### src/pkg/vipr_pkg.sv
// Package with constants and carrier types for the interrupt priority resolver.
package vipr_pkg;
   localparam int NUM_VEC = 144;
   localparam int VEC_W = 8;
   localparam logic [VEC_W-1:0] VEC_TOP = 8'h8f;
   localparam logic [VEC_W-1:0] VEC_UNUSED_LO = 8'h7c;
   localparam logic [VEC_W-1:0] VEC_DMA1 = 8'h14;
   localparam logic [VEC_W-1:0] VEC_DMA2 = 8'h34;
   localparam logic [VEC_W-1:0] VEC_DMA3 = 8'h54;
   localparam logic [VEC_W-1:0] VEC_SPI1 = 8'h18;
   localparam logic [VEC_W-1:0] VEC_SPI2 = 8'h28;
   localparam logic [VEC_W-1:0] VEC_WAVE1 = 8'h32;
   localparam logic [VEC_W-1:0] VEC_OSC1 = 8'h33;
   localparam logic [VEC_W-1:0] VEC_WAVE2 = 8'h52;
   localparam logic [VEC_W-1:0] VEC_CRC = 8'h7a;
   localparam logic [VEC_W-1:0] VEC_TIMER6 = 8'h7b;
   localparam logic [VEC_W-1:0] DMA_OFS_SRC = 8'h00;
   localparam logic [VEC_W-1:0] DMA_OFS_DST = 8'h01;
   localparam logic [VEC_W-1:0] DMA_OFS_OVR = 8'h02;
   localparam logic [VEC_W-1:0] DMA_OFS_ABT = 8'h03;
   localparam logic [VEC_W-1:0] SPI_OFS_RX = 8'h00;
   localparam logic [VEC_W-1:0] SPI_OFS_TX = 8'h01;
   localparam logic [VEC_W-1:0] SPI_OFS_GEN = 8'h02;
   localparam logic PRIO_RESET = 1'b1;
   localparam logic [NUM_VEC-1:0] FLAG_RESET = '0;

   // Execution states, one-hot.
   typedef enum logic [2:0] {
      VIPR_MAIN = 3'b001,
      VIPR_LOW = 3'b010,
      VIPR_HIGH = 3'b100
   } vipr_state_type;

   // A resolved candidate from the priority search.
   typedef struct packed {
      logic valid;
      logic [VEC_W-1:0] vec;
   } vipr_win_type;

   // Request handed to the CPU sequencer.
   typedef struct packed {
      logic valid;
      logic high;
      logic [VEC_W-1:0] vec;
   } vipr_req_type;
endpackage

### src/core/vipr_resolver.sv
// Vectored interrupt priority resolver and service state tracker.
`timescale 1ns/100ps
`default_nettype none
module vipr_resolver #(
   parameter int NUM_VEC = vipr_pkg::NUM_VEC,
   parameter int VEC_W = vipr_pkg::VEC_W,
   parameter logic [NUM_VEC-1:0] HW_CLEAR_MASK = '0,
   parameter logic [NUM_VEC-1:0] SUMMARY_MASK = '0
) (
   input wire logic i_clk,
   input wire logic i_rst,
   input wire logic [NUM_VEC-1:0] i_flag_set,
   input wire logic [NUM_VEC-1:0] i_summary_flags,
   input wire logic [NUM_VEC-1:0] i_flag_wr_en,
   input wire logic [NUM_VEC-1:0] i_flag_wr_data,
   input wire logic [NUM_VEC-1:0] i_enable,
   input wire logic i_prio_wr,
   input wire logic [NUM_VEC-1:0] i_prio_wr_data,
   input wire logic i_priority_levels_enable,
   input wire logic i_global_enable_high,
   input wire logic i_global_enable_low,
   input wire logic i_ack,
   input wire logic i_return_from_isr_instr,
   output logic [NUM_VEC-1:0] o_interrupt_flag_regs,
   output logic [NUM_VEC-1:0] o_priority_select_regs,
   output vipr_pkg::vipr_req_type o_req,
   output logic [VEC_W-1:0] o_working_register,
   output logic o_working_register_wr,
   output logic [2:0] o_state,
   output logic o_in_service_high,
   output logic o_in_service_low
);
   // Sources that exist in this map; the unused top range is never requested.
   function automatic logic [NUM_VEC-1:0] valid_map();
      logic [NUM_VEC-1:0] m;
      m = '1;
      for (int i = 0; i < NUM_VEC; i++) begin
         if (VEC_W'(i) >= vipr_pkg::VEC_UNUSED_LO) begin
            m[i] = 1'b0;
         end
      end
      return m;
   endfunction

   // Vector of a DMA or SPI channel event, base plus event offset.
   function automatic logic [VEC_W-1:0] dma_vec(input logic [VEC_W-1:0] base,
                                                input logic [VEC_W-1:0] ofs);
      return VEC_W'(base + ofs);
   endfunction

   localparam logic [NUM_VEC-1:0] VMAP = valid_map();

   // Named source vectors, referenced only by V_CHECK at the end of this module.
   localparam logic [VEC_W-1:0] V_DMA1_SRC = dma_vec(vipr_pkg::VEC_DMA1, vipr_pkg::DMA_OFS_SRC);
   localparam logic [VEC_W-1:0] V_DMA1_ABT = dma_vec(vipr_pkg::VEC_DMA1, vipr_pkg::DMA_OFS_ABT);
   localparam logic [VEC_W-1:0] V_DMA2_SRC = dma_vec(vipr_pkg::VEC_DMA2, vipr_pkg::DMA_OFS_SRC);
   localparam logic [VEC_W-1:0] V_DMA3_SRC = dma_vec(vipr_pkg::VEC_DMA3, vipr_pkg::DMA_OFS_SRC);
   localparam logic [VEC_W-1:0] V_SPI1_GEN = dma_vec(vipr_pkg::VEC_SPI1, vipr_pkg::SPI_OFS_GEN);
   localparam logic [VEC_W-1:0] V_SPI2_RX = dma_vec(vipr_pkg::VEC_SPI2, vipr_pkg::SPI_OFS_RX);

   vipr_pkg::vipr_state_type state_q;
   vipr_pkg::vipr_state_type state_d;
   logic [NUM_VEC-1:0] flag_q;
   logic [NUM_VEC-1:0] prio_q;
   logic gen_q;
   logic gel_q;
   logic gie_changed;
   logic low_nested_q;
   logic [NUM_VEC-1:0] pending;
   logic [NUM_VEC-1:0] pend_high;
   logic [NUM_VEC-1:0] pend_low;
   vipr_pkg::vipr_win_type win_high;
   vipr_pkg::vipr_win_type win_low;
   vipr_pkg::vipr_req_type req_d;
   logic [NUM_VEC-1:0] hw_clr;
   logic [NUM_VEC-1:0] sticky_view;

   // Pending means the flag reads one, the source is enabled and it exists.
   assign sticky_view = (flag_q & ~SUMMARY_MASK) | (i_summary_flags & SUMMARY_MASK);
   assign pending = sticky_view & i_enable & VMAP;

   // Without levels every source is treated as high; one shared level.
   assign pend_high = i_priority_levels_enable ? (pending & prio_q) : pending;
   assign pend_low = i_priority_levels_enable ? (pending & ~prio_q) : '0;

   vipr_find #(
      .N(NUM_VEC),
      .W(VEC_W)
   ) u_find_high (
      .i_req(pend_high),
      .o_win(win_high)
   );

   vipr_find #(
      .N(NUM_VEC),
      .W(VEC_W)
   ) u_find_low (
      .i_req(pend_low),
      .o_win(win_low)
   );

   // Global enables are sampled so that software edits are seen as changes.
   always_ff @(posedge i_clk) begin
      if (i_rst) begin
         // Track the live level in reset so release does not look like a software edit.
         gen_q <= i_global_enable_high;
         gel_q <= i_global_enable_low;
      end else begin
         gen_q <= i_global_enable_high;
         gel_q <= i_global_enable_low;
      end
   end

   // Only software moves the enables; this block never writes them.
   assign gie_changed = (gen_q != i_global_enable_high) || (gel_q != i_global_enable_low);

   // Select the request offered in the present state.
   always_comb begin
      req_d = '0;
      unique case (state_q)
         vipr_pkg::VIPR_MAIN: begin
            if (i_global_enable_high && win_high.valid) begin
               req_d = {1'b1, 1'b1, win_high.vec};
            end else if (i_global_enable_high && i_global_enable_low && win_low.valid) begin
               req_d = {1'b1, 1'b0, win_low.vec};
            end
         end
         vipr_pkg::VIPR_LOW: begin
            if (i_global_enable_high && win_high.valid) begin
               req_d = {1'b1, 1'b1, win_high.vec};
            end
         end
         vipr_pkg::VIPR_HIGH: begin
            req_d = '0;
         end
         default: begin
            req_d = '0;
         end
      endcase
      if (gie_changed) begin
         req_d = '0;
      end
   end

   // Next execution state from acknowledges, returns and enable edits.
   always_comb begin
      state_d = state_q;
      if (gie_changed) begin
         state_d = vipr_pkg::VIPR_MAIN;
      end else if (i_ack && o_req.valid) begin
         state_d = o_req.high ? vipr_pkg::VIPR_HIGH : vipr_pkg::VIPR_LOW;
      end else if (i_return_from_isr_instr) begin
         unique case (state_q)
            vipr_pkg::VIPR_HIGH: begin
               // A low routine stays marked until its own return.
               state_d = low_nested_q ? vipr_pkg::VIPR_LOW : vipr_pkg::VIPR_MAIN;
            end
            vipr_pkg::VIPR_LOW: begin
               state_d = vipr_pkg::VIPR_MAIN;
            end
            vipr_pkg::VIPR_MAIN: begin
               state_d = vipr_pkg::VIPR_MAIN;
            end
            default: begin
               state_d = vipr_pkg::VIPR_MAIN;
            end
         endcase
      end
   end

   // Remembers that a high routine preempted a low one.
   always_ff @(posedge i_clk) begin
      if (i_rst || gie_changed) begin
         low_nested_q <= 1'b0;
      end else if (i_ack && o_req.valid && o_req.high) begin
         low_nested_q <= (state_q == vipr_pkg::VIPR_LOW);
      end else if (i_return_from_isr_instr && state_q == vipr_pkg::VIPR_HIGH) begin
         low_nested_q <= 1'b0;
      end
   end

   // Execution state register.
   always_ff @(posedge i_clk) begin
      if (i_rst) begin
         state_q <= vipr_pkg::VIPR_MAIN;
      end else begin
         state_q <= state_d;
      end
   end

   // Hardware clears the flag of an auto-clear source on its acknowledge.
   always_comb begin
      hw_clr = '0;
      if (i_ack && o_req.valid) begin
         hw_clr[o_req.vec] = HW_CLEAR_MASK[o_req.vec];
      end
   end

   // Flags other than summary bits are sticky; a new set wins over a clear in the same cycle.
   always_ff @(posedge i_clk) begin
      if (i_rst) begin
         flag_q <= vipr_pkg::FLAG_RESET;
      end else begin
         for (int i = 0; i < NUM_VEC; i++) begin
            if (i_flag_set[i] && !SUMMARY_MASK[i]) begin
               flag_q[i] <= 1'b1;
            end else if (SUMMARY_MASK[i]) begin
               flag_q[i] <= 1'b0;
            end else if (hw_clr[i]) begin
               flag_q[i] <= 1'b0;
            end else if (i_flag_wr_en[i]) begin
               flag_q[i] <= i_flag_wr_data[i];
            end
         end
      end
   end

   // Priority selects; every source starts at the high level.
   always_ff @(posedge i_clk) begin
      if (i_rst) begin
         prio_q <= {NUM_VEC{vipr_pkg::PRIO_RESET}};
      end else if (i_prio_wr) begin
         prio_q <= i_prio_wr_data;
      end
   end

   // Winner is registered once per instruction cycle for the sequencer.
   always_ff @(posedge i_clk) begin
      if (i_rst) begin
         o_req <= '0;
      end else begin
         o_req <= req_d;
      end
   end

   // Vector number goes to the working register when vectoring.
   always_ff @(posedge i_clk) begin
      if (i_rst) begin
         o_working_register <= '0;
         o_working_register_wr <= 1'b0;
      end else begin
         o_working_register_wr <= i_ack && o_req.valid && !gie_changed;
         if (i_ack && o_req.valid && !gie_changed) begin
            o_working_register <= o_req.vec;
         end
      end
   end

   // Readable state and flag copies.
   always_ff @(posedge i_clk) begin
      if (i_rst) begin
         o_state <= 3'h1;
         o_in_service_high <= 1'b0;
         o_in_service_low <= 1'b0;
         o_interrupt_flag_regs <= '0;
         o_priority_select_regs <= {NUM_VEC{vipr_pkg::PRIO_RESET}};
      end else begin
         o_state <= state_d;
         o_in_service_high <= (state_d == vipr_pkg::VIPR_HIGH);
         o_in_service_low <= (state_d == vipr_pkg::VIPR_LOW) || low_nested_q;
         o_interrupt_flag_regs <= sticky_view;
         o_priority_select_regs <= prio_q;
      end
   end

   // Named vectors are referenced so the map is fixed at elaboration.
   localparam logic [VEC_W-1:0] V_CHECK = V_DMA1_SRC ^ V_DMA1_ABT ^ V_DMA2_SRC
      ^ V_DMA3_SRC ^ V_SPI1_GEN ^ V_SPI2_RX ^ vipr_pkg::VEC_WAVE1 ^ vipr_pkg::VEC_OSC1
      ^ vipr_pkg::VEC_WAVE2 ^ vipr_pkg::VEC_CRC ^ vipr_pkg::VEC_TIMER6;
endmodule // vipr_resolver
`default_nettype wire

### src/core/vipr_find.sv
// Fixed natural-order search: lowest pending vector number wins.
`timescale 1ns/100ps
`default_nettype none
module vipr_find #(
   parameter int N = 144,
   parameter int W = 8
) (
   input wire logic [N-1:0] i_req,
   output vipr_pkg::vipr_win_type o_win
);
   // Scan downward so the smallest index is written last and wins.
   always_comb begin
      o_win = '0;
      for (int i = N - 1; i >= 0; i--) begin
         if (i_req[i]) begin
            o_win.valid = 1'b1;
            o_win.vec = W'(i);
         end
      end
   end
endmodule // vipr_find
`default_nettype wire

### config.mk
export PLATFORM = sky130hd
export DESIGN_NAME = vipr_resolver
export DESIGN_NICKNAME = d
export VERILOG_FILES = /design/src/pkg/vipr_pkg.sv /design/src/core/vipr_resolver.sv /design/src/core/vipr_find.sv
export SDC_FILE = /design/constraint.sdc
export NUM_CORES = 1
export LEC_CHECK = 0
export BUFFER_PORTS_ARGS = -buffer_cell sky130_fd_sc_hd__buf_2
export CORE_AREA = 2 2 457 459
export CTS_CLUSTER_SIZE = 28
export DETAILED_ROUTE_END_ITERATION = 16
export DIE_AREA = 0 0 459 461
export PLACE_DENSITY = 0.3
export SLEW_MARGIN = 10
export SYNTH_ARGS = -nofsm -noshare
export SYNTH_HDL_FRONTEND = slang
export SYNTH_SLANG_ARGS = --single-unit
### constraint.sdc
create_clock -name i_clk -period 2.3 [get_ports i_clk]
set_input_delay 0.23 -clock i_clk [delete_from_list [all_inputs] [get_ports i_clk]]
set_output_delay 0.23 -clock i_clk [all_outputs]
set_load 0.005 [all_outputs]
# After elaboration in Yosys (flattened, before gate mapping)
# Memory sizes are Yosys's and may differ from the RTL's. A register that Yosys moved wholly into a read port is not among the register bits.
# Index checks and enable logic that the tools add are counted.
op_classes:
  n_reduce_logical: 158
  mux: 739
  eq_ne: 7
  div: 0
  bitwise_logic: 5
  n_shift: 0
  multipliers: 0
  n_addsub: 0
  order_cmp: 2
ops:
  columns: ["operator", "count"]
  rows:
  - ["$mux W9", 288]
  - ["$mux W1", 436]
  - ["$mux W144", 3]
  - ["$reduce_bool A3 Y1", 144]
  - ["$and A124 B144 Y144", 2]
  - ["$and A144 B144 Y144", 1]
  - ["$not A144 Y144", 1]
  - ["$and A124 B124 Y124", 1]
  - ["$mux W10", 3]
  - ["$pmux W10 S2", 1]
  - ["$mux W3", 4]
  - ["$lt A8 B9 Y1 const B", 1]
  - ["$demux W1 S8", 1]
  - ["$ge A8 B1 Y1 const B", 1]
  - ["$logic_and A1 B1 Y1", 8]
  - ["$mux W8", 1]
  - ["$eq A3 B2 Y1 const B", 2]
  - ["$eq A3 B3 Y1 const B", 2]
  - ["$mux W2", 2]
  - ["$eq A3 B1 Y1 const B", 1]
  - ["$logic_or A1 B1 Y1", 3]
  - ["$ne A1 B1 Y1", 2]
  - ["$reduce_bool A2 Y1", 1]
  - ["$reduce_or A2 Y1", 1]
  - ["$logic_not A1 Y1", 1]
totals:
  ff_bits: 603
  memories: 1
  wordCells: 1070
  latchBits: 0
  output_inout_bits: 312
  ramBits: 0
  romBits: 256
memory_table:
  columns: ["name", "depth", "width", "read_ports", "rd_ports_with_merged_regs", "wr", "line", "source"]
  rows:
  - ["(name not given)", 256, 1, 1, 1, 0, "vipr_resolver.sv:195", "hw_clr[o_req.vec] = HW_CLEAR_MASK[o_req.vec];"]

# Logic depth before layout (Yosys ltp)
# Gate-level depths: netlist (run 1).
logic_depth:
  depth_word: 152
  depth_mapped: 13
  ltp_nobuf: 9

# Hierarchy
# A second synthesis (run 1) with hierarchy kept.
hier_totals:
  cells_unflattened: 2966
  area_unflattened_um2: 24976.5
modules_own_cells:
  columns: ["mod", "cells_per_inst", "area_each_um2", "seq_area_each_um2", "instances"]
  rows:
  - ["vipr_resolver", 2294, 21152.8, 12071.6, 1]
  - ["vipr_find", 336, 1911.8, 0.0, 2]

# Least setup slack after synthesis (run 1)
# OpenSTA, ideal clock, no wires.
synth_path:
  path_type: "in2reg"
  startpoint: "input i_priority_levels_enable"
  endpoint: "register o_req[3] in the netlist's numbering"
  t_required_ns: 2.184
  setup_time_ns: 0.116
  path_buffers: 2
  path_stages: 10
  arrival_time_ns: 2.314
  slack_ns: -0.130
  path_cell_list: "buf_6 buf_8 and2b_1 nand3_1 nand2_1 a2111oi_2 nand4_1 o41a_1 a21boi_2 a41o_1"
synth_between:
  elab_chain_len: 149
  elab_cells_between_ends: 296
synth_lines:
  columns: ["item", "line", "source"]
  rows:
  - ["start, declared", "vipr_resolver.sv:19", "input wire logic i_priority_levels_enable,"]
  - ["$mux W144", "vipr_resolver.sv:84", "assign pend_low = i_priority_levels_enable ? (pending & ~prio_q) : '0;"]
  - ["$mux W9 (144 in a row)", "vipr_find.sv:15", "if (i_req[i]) begin"]
  - ["$logic_and A1 B1 Y1", "vipr_resolver.sv:124", "end else if (i_global_enable_high && i_global_enable_low && win_low.valid) begin"]
  - ["$mux W10", "vipr_resolver.sv:124", null]
  - ["$mux W10", "vipr_resolver.sv:122", "if (i_global_enable_high && win_high.valid) begin"]
  - ["$pmux W10 S2 (*)", "vipr_resolver.sv:120", "unique case (state_q)"]
  - ["end signal, assigned", "vipr_resolver.sv:232", "o_req <= req_d;"]
  - ["end, declared", "vipr_resolver.sv:26", "output vipr_pkg::vipr_req_type o_req,"]
# Mark *: on every way between the ends. The rest lies on a longest branch, timed or not.
# A chain may end at the register's enable or synchronous reset.

# Worst setup path in the final report (run 1)
layout_path:
  startpoint: "register prio_q[63]"
  endpoint: "register o_req[1] in the netlist's numbering"
layout_between:
  elab_chain_len: 71
  elab_cells_between_ends: 139
layout_lines:
  columns: ["item", "line", "source"]
  rows:
  - ["start, declared", "vipr_resolver.sv:64", "logic [NUM_VEC-1:0] prio_q;"]
  - ["start signal, assigned", "vipr_resolver.sv:221", "prio_q <= {NUM_VEC{vipr_pkg::PRIO_RESET}};"]
  - ["start signal, assigned", "vipr_resolver.sv:223", "prio_q <= i_prio_wr_data;"]
  - ["$not A144 Y144", "vipr_resolver.sv:84", null]
  - ["$and A124 B144 Y144", "vipr_resolver.sv:84", null]
  - ["$mux W144", "vipr_resolver.sv:84", null]
  - ["$mux W9 (64 in a row)", "vipr_find.sv:15", null]
  - ["$logic_and A1 B1 Y1", "vipr_resolver.sv:124", null]
  - ["$mux W10", "vipr_resolver.sv:124", null]
  - ["$mux W10", "vipr_resolver.sv:122", null]
  - ["$pmux W10 S2 (*)", "vipr_resolver.sv:120", null]
# Marked as above.

==> flow_summary.ini, run 1 <==
[outcome]
status = finished, violations left
violations = setup timing

[sta]
hold_violations = 0
maxSlewHeadroom = 0.3738
setup_viol = 9
rsz0062_at_grt = true
period_share = 1.171
fin_ws_ps = -392.8
clock-skew-final_ps = 24.71
hold_ws_ps = 113.4
clock.fmax_ghz = 0.3714
worst_slew_pin_slew_ps = 939.3
slew_viol_final = 0
min_period_ps = 2693

[routing]
drt-total-wl_mm = 161.6
vias = 28930
dr.pass1.iters = 5
wl_per_cell_um = 20.75
dr.first_iter.drc_count = 1026
viasPerCell = 3.716
drc = 0
detail-route-antenna-nets = 0

[synthesis]
synth.distinct_cells = 78
ys_ff_latch = 601
synth.avg_cell_area_um2 = 9.021
yosysWarnings = 0
syn_inst = 2833
synthMuxAreaShare = 0.05797
synth_seq_area_share = 0.4708
synth_xor_area_frac = 0.0006854
synth_area_um2 = 25560
synth-edff-count = 0
synth-adder-area-share = 0
synth_top_family_by_area = simple AND/OR/NAND/NOR gates
synthSimpleGateAreaFrac = 0.3172
synth-compound-area-share = 0.1287
ys_async_sr_fraction = 0
synthFlopType = dfxtp_1

[place]
routabilityCongestion = 0.8274
placed_area_um2 = 39150
hpwlAfterDp_mm = 135.5
numPortBuffers = 1017

[clocking]
cts-buffers-inserted = 80
clk_pin_slew_ps = 60
cts_tree = done
clock-root-buffer = clkbuf_16
clock_path_buffers = 3
clkLatencyLatePin_ps = 720
h-tree-depth = 3
cts_sinks = 601

[finish]
most-common-layout-cells = buf_2 (1014), buf_4 (717), dfxtp_1 (580)
nets = 5875
syn_to_final_growth_pct = 84.14
utilization = 0.2280
drive_gt1_frac = 0.4324
fill_cells = 23080
final_common_cell = buf_2
final_area_um2 = 47060

[setup_path]
cp.arrival_ps = 3270
start_kind = flip-flop
worstSetupEndpointType = flip-flop
required_ps = 2880
setup.worst_path.class = flip-flop to flip-flop
cp_max_fo = 5

[floorplan]
dieWidth_um = 459
core_area_um2 = 206400
dieHeight_um = 461
die-area_um2 = 211600
pin_count = 1184
start_util = 0.1238
rows = 167

[min_path]
hold_path_class = input pin to flip-flop

[global_route]
grt_overflow_total = 0
grt_pass1_vias = 30210
grt_pass1_wl_mm = 221.6
grt_max_degree = 173
grt.total_usage = 0.1475
antenna_found_initial = 87

[power]
p_int_mw = 21.75
pwr_density_cell_nw_per_um2 = 643.9
p_sw_mw = 8.551
ir_drop_uv = 558.1
p_leak_nw = 21.25
swShare = 0.2822
share_seq_of_total_power = 0.377
pwr-share-clk = 0.427
power_frac_comb = 0.197

[flow_run]
drv_cap = 0
-- power groups by stage --
stage	logic [mW]	registers (mW)	clock network [mW]
after floorplan	1.85	11.5	0
after global placement	5.21	11.7	0
after detailed placement	5.19	11.7	0
after CTS	6.02	11.4	13.5
after global routing	6.54	11.5	13.9
final	5.96	11.4	12.9
-- flip-flops by register name, indices dropped and copies added, names as in the netlist, 3 cells and up --
name,flops
prio_q,144
flag_q,144
o_working_register,7
o_req,9
o_interrupt_flag_regs,144
o_priority_select_regs,144
o_state,3
-- logic make-up after synthesis --
| logic type | after synthesis |
|---|---|
| xor gates and xnor gates | 2 |
| buffers and inverters | 134 |
| other | 1 |
| and+or+nand+nor | 1488 |
| AOI/OAI and AO/OA | 459 |
| DFF | 601 |
| muxes | 148 |
-- Yosys cell counts (11+ instances only) --
library cell / instances / area share
a211oi_1: 154 / 0.045
a21oi_1: 49 / 0.0096
a31oi_1: 19 / 0.0047
and2b_1: 43 / 0.013
buf_1: 12 / 0.0018
buf_6: 11 / 0.0048
clkbuf_1: 73 / 0.011
dfxtp_1: 601 / 0.47
inv_1: 25 / 0.0037
mux2i_1: 148 / 0.058
nand2_1: 344 / 0.051
nand2b_1: 34 / 0.0083
nand3_1: 62 / 0.012
nand4_1: 35 / 0.0086
nand4b_1: 65 / 0.022
nor2_1: 283 / 0.042
nor2b_1: 360 / 0.088
nor3_1: 27 / 0.0053
o211ai_1: 20 / 0.0059
o21ai_0: 48 / 0.0094
o22ai_1: 55 / 0.013
or2_2: 152 / 0.037
-- cell type report --
type | instances | area [µm²] | area share
clock inverter | 31 | 325.3 | 0.006913
multi-input combinational | 2099 | 13570 | 0.2883
timing repair buffer | 2196 | 15250 | 0.3241
clock buffer | 111 | 2330 | 0.04951
tap | 2704 | 3383 | 0.07189
sequential | 601 | 12060 | 0.2563
inverter | 25 | 98.84 | 0.002100
antenna | 18 | 45.04 | 0.0009572
-- worst max-delay path, stage by stage (launching register included) --
cell and delay (ps):
dfxtp_1 320, and2b_1 250, buf_4 160, and3_1 260, a2111oi_4 450, nand4_1 140
buf_4 180, o41a_1 440, a21boi_4 170, a41o_1 190
-- through the flow --
stage / TNS (ps) / setup slack (ps) / power [mW] / cells
2_1_floorplan: -194.7 / -65.98 / 13.36 / 2834
3_3_place_gp: -8438 / -1543 / 16.86 / 7156
3_5_place_dp: -8691 / -1591 / 16.85 / 7156
4_1_cts: -3725 / -489.6 / 30.99 / 7753
5_1_grt: -4031 / -529.9 / 31.91 / 7773
6_report: -2756 / -392.8 / 30.30 / 7785
-- metal layers --
layer / global-route usage / wire, µm
met1: 0.1696 / 66840
met2: 0.2612 / 78590
met3: 0.04584 / 11010
met4: 0.04094 / 4645
met5: 0 / 482
-- final timing paths --
check,start,endpoint,slack (ps),cells after the start
setup / recovery,prio_q[63],o_req[1],-390,9
hold / removal,i_prio_wr,prio_q[87],110,3
setup reg to reg,prio_q[63],o_req[1],-390,9
hold reg to reg,prio_q[143],o_priority_select_regs[143],440,1
-- repair_timing --
action                                  in CTS  in global routing
gates resized for setup                     50                 74
pin swaps                                   15                 48
setup buffers                               11                 14
endpoints found under the setup margin       9                  9
hold buffers                               444                  0
hold endpoints to repair                   300                  0
(Power assumes the default switching activity.)
==> inputs of run 2 (changes only) <==
--- a/config.mk
+++ b/config.mk
@@ -6,10 +6,11 @@
 export NUM_CORES = 1
 export LEC_CHECK = 0
 export BUFFER_PORTS_ARGS = -buffer_cell sky130_fd_sc_hd__buf_2
-export CORE_AREA = 2 2 457 459
+export CORE_AREA = 2 2 465 467
+export CTS_BUF_LIST = sky130_fd_sc_hd__clkbuf_8
 export CTS_CLUSTER_SIZE = 28
 export DETAILED_ROUTE_END_ITERATION = 16
-export DIE_AREA = 0 0 459 461
+export DIE_AREA = 0 0 467 469
 export PLACE_DENSITY = 0.3
 export SLEW_MARGIN = 10
 export SYNTH_ARGS = -nofsm -noshare
==> run 2 against run 1 <==
The run still ends with setup timing left. Sequential cell count unchanged. Worst hold slack got worse by 15 ps. Sequential power about the same. Critical path type unchanged. Largest power group unchanged.
==> flow_summary.ini, run 2 (synthesis results as in run 1) <==
[outcome]
status = finished, violations left
violations = setup timing

[finish]
nets = 6380
multi_input_area_um2 = 13770
syn_to_final_growth_pct = 104.6
most-common-layout-cells = buf_2 (1014), dlygate4sd3_1 (890), buf_4 (730)
seq_area_um2 = 12070
drive_gt1_frac = 0.4137
final_common_cell = buf_2
fill_cells = 23640

[global_route]
antenna_found_initial = 89
grt_pass1_wl_mm = 229.2
grt_max_degree = 149
grt.total_usage = 0.1458
grt_overflow_total = 0
grt_pass1_vias = 32630

[sta]
fin_ws_ps = -282.2
rsz0062_at_grt = true
worst_slew_pin_slew_ps = 932.9
period_share = 1.123
tns_ps = -1624
clock-skew-final_ps = 67.44
clock.fmax_ghz = 0.3873
hold_violations = 0
setup_viol = 9
slew_viol_final = 0
min_period_ps = 2582
maxSlewHeadroom = 0.3781

[place]
routabilityCongestion = 0.8127
numPortBuffers = 1017
hpwlAfterDp_mm = 135.7

[flow_run]
drv_cap = 0

[setup_path]
r2r_end = o_req[1]
setup.worst_path.class = flip-flop to flip-flop
ff2ff_path_depth = 12
start_kind = flip-flop
crit_path_start = prio_q[74]
cp.arrival_ps = 3350
worstSetupEndpointType = flip-flop
cp_max_fo = 3
required_ps = 3070
rr_startpoint = prio_q[74]
endpoint = o_req[1]
r2r_slack_ps = -280

[power]
pwr_density_cell_nw_per_um2 = 597.3
ir_drop_uv = 406.7
p_total_mw = 31.23
p_leak_nw = 23.52

[clocking]
cts-buffers-inserted = 121
clock_path_buffers = 3
clkLatencyLatePin_ps = 880
h-tree-depth = 3
cts_sinks = 601
clock-root-buffer = clkbuf_8
cts_tree = done
clk_pin_slew_ps = 60

[routing]
dr.first_iter.drc_count = 1004
dr_wl_met3_mm = 11.88
viasPerCell = 3.681
drc = 0
drt-total-wl_mm = 165.9
vias = 31180
dr.pass1.iters = 5
wl_per_cell_um = 19.59
drt-met1-wl_mm = 68.39
highest_layer = met5
detail-route-antenna-nets = 0
wl_met2_mm = 80.95

[min_path]
hold_path_class = input pin to flip-flop
hp-start = i_enable[60]

[floorplan]
die-area_um2 = 219000
rows = 170
pin_count = 1184
dieWidth_um = 467
core_area_um2 = 213800
dieHeight_um = 469
start_util = 0.1195
[run 2: cell count changes in the layout (fill, tap and decap cells not counted), moves of 6 or more]
| cell | delta |
|---|---|
| a211oi_1 | -6 |
| dlygate4sd3_1 | +446 |
| nor2b_1 | -12 |
| nand2_2 | +8 |
| a211oi_2 | +6 |
| clkbuf_16 | -81 |
| bufinv_16 | +10 |
| nor2b_2 | +7 |
| inv_1 | +36 |
| nand2_1 | -8 |
| clkbuf_1 | -11 |
| dfxtp_1 | -7 |
| buf_4 | +13 |
| clkbuf_8 | +132 |
[run 2: report_power, final]
group	internal [mW]	switching, mW
Combinational	3.86	2.92
Clock	7.54	5.50
Sequential	11.0	0.401
Total	22.4	8.82
[run 2: worst min-delay path by stage]
stage	end	slack (ps)	cells after the start
floorplan	gel_q	260	0
global placement	gel_q	380	1
detailed placement	gel_q	380	1
CTS	o_req[8]	0.04	6
global route	o_req[8]	90	6
finish	o_req[0]	100	7
[run 2: area by class of cell]
type,count,area share
diodes,22,0.001053
clock inverters,75,0.01448
repair buffers,2660,0.3807
flip-flops and latches,601,0.2309
multi-input cells,2099,0.2633
well taps,2838,0.06791
inverters,25,0.001890
clock buffers,151,0.03975
[run 2: what timing repair did]
| item | in CTS | in global routing |
|---|---|---|
| endpoints found under the hold margin | 425 | 0 |
| hold buffers | 891 | 0 |
| pin swaps | 37 | 36 |
| gates resized for setup | 117 | 73 |
| endpoints found under the setup margin | 9 | 16 |
| buffers inserted | 13 | 7 |
[run 2: critical path, cell delays in order, from the launching register on]
cell      delay [ps]
dfxtp_2          320
buf_4            130
and2b_1          210
o22ai_2          120
buf_4            180
nor2_2           250
buf_4            160
o211ai_1         240
a21oi_2          300
a21o_1           200
buf_12           110
a21oi_1           50
a41o_1           200
[run 2: metrics by stage]
step                instances  worst slack, ps  area, µm²  hold WS (ps)    util
global route             8455           -415.1      52250         88.62  0.2444
global placement         7315            -1199      39550         379.5  0.1850
floorplan                2834           -65.98      25710         257.7       -
CTS                      8444           -342.5      51870       0.03553  0.2426
finish                   8471           -282.2      52290         98.29  0.2446
detailed placement       7315            -1245      39550         377.7  0.1850
[run 2: metal layers]
| layer | vias up | global-route usage |
|---|---|---|
| met1 | 14500 | 0.1657 |
| met3 | 310 | 0.04756 |
| met4 | 68 | 0.03712 |
| li1 | 15350 | - |
| met2 | 954 | 0.2605 |
| met5 | - | 0 |
==> inputs of run 3 (changes only) <==
--- a/config.mk
+++ b/config.mk
@@ -6,11 +6,11 @@
 export NUM_CORES = 1
 export LEC_CHECK = 0
 export BUFFER_PORTS_ARGS = -buffer_cell sky130_fd_sc_hd__buf_2
-export CORE_AREA = 2 2 465 467
+export CORE_AREA = 3 3 466 468
 export CTS_BUF_LIST = sky130_fd_sc_hd__clkbuf_8
 export CTS_CLUSTER_SIZE = 28
 export DETAILED_ROUTE_END_ITERATION = 16
-export DIE_AREA = 0 0 467 469
+export DIE_AREA = 0 0 469 471
 export PLACE_DENSITY = 0.3
 export SLEW_MARGIN = 10
 export SYNTH_ARGS = -nofsm -noshare
==> run 3 against run 2 <==
The run still ends with setup timing left. Sequential power is essentially flat. Combinational power fell by 4.6%. Clock power is 10% lower. Total power down 5.2%. Worst hold slack better by 21 ps. Die area is 0.86% higher. Global-route usage fell by 0.086 points. Setup slack got worse by 190 ps. Cell area down 4.0%. Critical path depth increased by 1. Clock skew rose by 9.7 ps. Via count shrank 2.7%. Highest routed layer unchanged.
==> flow_summary.ini, run 3 (synthesis results as in run 1) <==
[clocking]
clock-root-buffer = clkbuf_8
clk_pin_slew_ps = 70
h-tree-depth = 3
cts_tree = done
cts-buffers-inserted = 118
cts_sinks = 601
clkLatencyLatePin_ps = 880
clock_path_buffers = 3

[sta]
worst_slew_pin_slew_ps = 949.6
clock-skew-final_ps = 77.11
fin_ws_ps = -468.1
hold_violations = 0
slew_viol_final = 0
clock.fmax_ghz = 0.3613
rsz0062_at_grt = true
setup_viol = 8
tns_ps = -2664
min_period_ps = 2768
period_share = 1.204
maxSlewHeadroom = 0.3670

[floorplan]
dieWidth_um = 469
rows = 170
core_area_um2 = 214000
start_util = 0.1194
pin_count = 1184
die-area_um2 = 220900
dieHeight_um = 471

[flow_run]
drv_cap = 0

[place]
numPortBuffers = 1017
hpwlAfterDp_mm = 136.3
routabilityCongestion = 0.8291
placed_area_um2 = 39460

[power]
pwr_density_cell_nw_per_um2 = 589.9
p_leak_nw = 22.77
ir_drop_uv = 419.4

[setup_path]
r2r_end = o_req[1]
r2r_slack_ps = -470
required_ps = 3040
ff2ff_path_depth = 13
endpoint = o_req[1]
rr_startpoint = prio_q[65]
cp_max_fo = 5
worstSetupEndpointType = flip-flop
setup.worst_path.class = flip-flop to flip-flop
crit_path_start = prio_q[65]
cp.arrival_ps = 3510
start_kind = flip-flop

[global_route]
grt_pass1_vias = 31890
grt.total_usage = 0.1449
grt_pass1_wl_mm = 228.9
grt_overflow_total = 0
grt_max_degree = 150
antenna_found_initial = 92

[routing]
wl_per_cell_um = 19.92
detail-route-antenna-nets = 0
viasPerCell = 3.641
dr.first_iter.drc_count = 975
dr.pass1.iters = 5
drt-total-wl_mm = 166.0
vias = 30340
drc = 0

[finish]
drive_gt1_frac = 0.4068
seq_area_um2 = 12060
most-common-layout-cells = buf_2 (1014), dlygate4sd3_1 (761), buf_4 (723)
final_common_cell = buf_2
fill_cells = 23790
nets = 6236
syn_to_final_growth_pct = 96.44
final_area_um2 = 50200
multi_input_area_um2 = 13430

[outcome]
violations = setup timing
status = finished, violations left

[min_path]
hold_path_class = input pin to flip-flop
hp-start = i_prio_wr
## run 3: changes by cell type in the layout (fill, tap and decap cells not counted), moves of 6 or more
cell / change
buf_4: -7
bufinv_16: -6
clkbuf_8: -12
dfxtp_1: +7
dfxtp_2: -6
diode_2: +13
dlygate4sd3_1: -129
inv_1: +11
nor2b_1: +8
## run 3: worst min path at each step
stage,to,slack (ps),depth (start not counted)
after global routing,o_req[8],20,6
after floorplan,gel_q,260,0
final,prio_q[120],120,3
after detailed placement,gel_q,380,1
after global placement,gel_q,380,1
after CTS,prio_q[87],0.5,4
## run 3: power by group
group / total, mW / switching, mW / leakage [nW] / internal [mW]
registers: 11.4 / 0.400 / 4.98 / 11.0
clock network: 11.7 / 5.33 / 1.45 / 6.40
logic: 6.47 / 2.85 / 16.3 / 3.62
total: 29.6 / 8.58 / 22.8 / 21.0
## run 3: metal layers
layer,vias to the layer above,global-route usage,share of wire
met4,62,0.04896,0.034
met5,-,0,0.0024
met3,312,0.04769,0.073
li1,15070,-,-
met1,13950,0.1657,0.41
met2,945,0.2513,0.48
## run 3: worst max-delay path, stage by stage (launching register included)
cell and delay, ps:
dfxtp_2 340, buf_6 90, nand4b_1 170, nand4_1 240, buf_4 240, nor4_4 140
buf_4 180, and3_4 180, nand4_1 100, buf_6 140, o41a_1 330, a21boi_4 170
buf_6 120, a41o_1 170
## run 3: area by class of cell
type                            count  area share
Clock buffer                      139     0.03811
Clock inverter                     77     0.01159
Multi-Input combinational cell   2099      0.2675
Inverter                           25    0.001969
Tap cell                         2838     0.07073
Antenna cell                       35    0.001745
Sequential cell                   601      0.2403
Timing Repair Buffer             2519      0.3681
## run 3: timing repair
action	CTS	global route
setup buffers	8	5
hold buffers	762	0
hold endpoints to repair	408	0
setup endpoints to repair	9	16
gates resized for setup	50	54
pin swaps	14	12
## run 3: per-stage QoR
stage | setup slack (ps) | power (mW) | hold slack, ps | instances | util
floorplan | -65.98 | 13.36 | 257.7 | 2834 | -
global placement | -1752 | 16.93 | 376.3 | 7308 | 0.1844
detailed placement | -1600 | 16.91 | 380.6 | 7308 | 0.1844
CTS | -535.6 | 30.40 | 0.5269 | 8294 | 0.2330
global route | -612.4 | 31.40 | 19.28 | 8316 | 0.2344
finish | -468.1 | 29.61 | 119.1 | 8333 | 0.2346
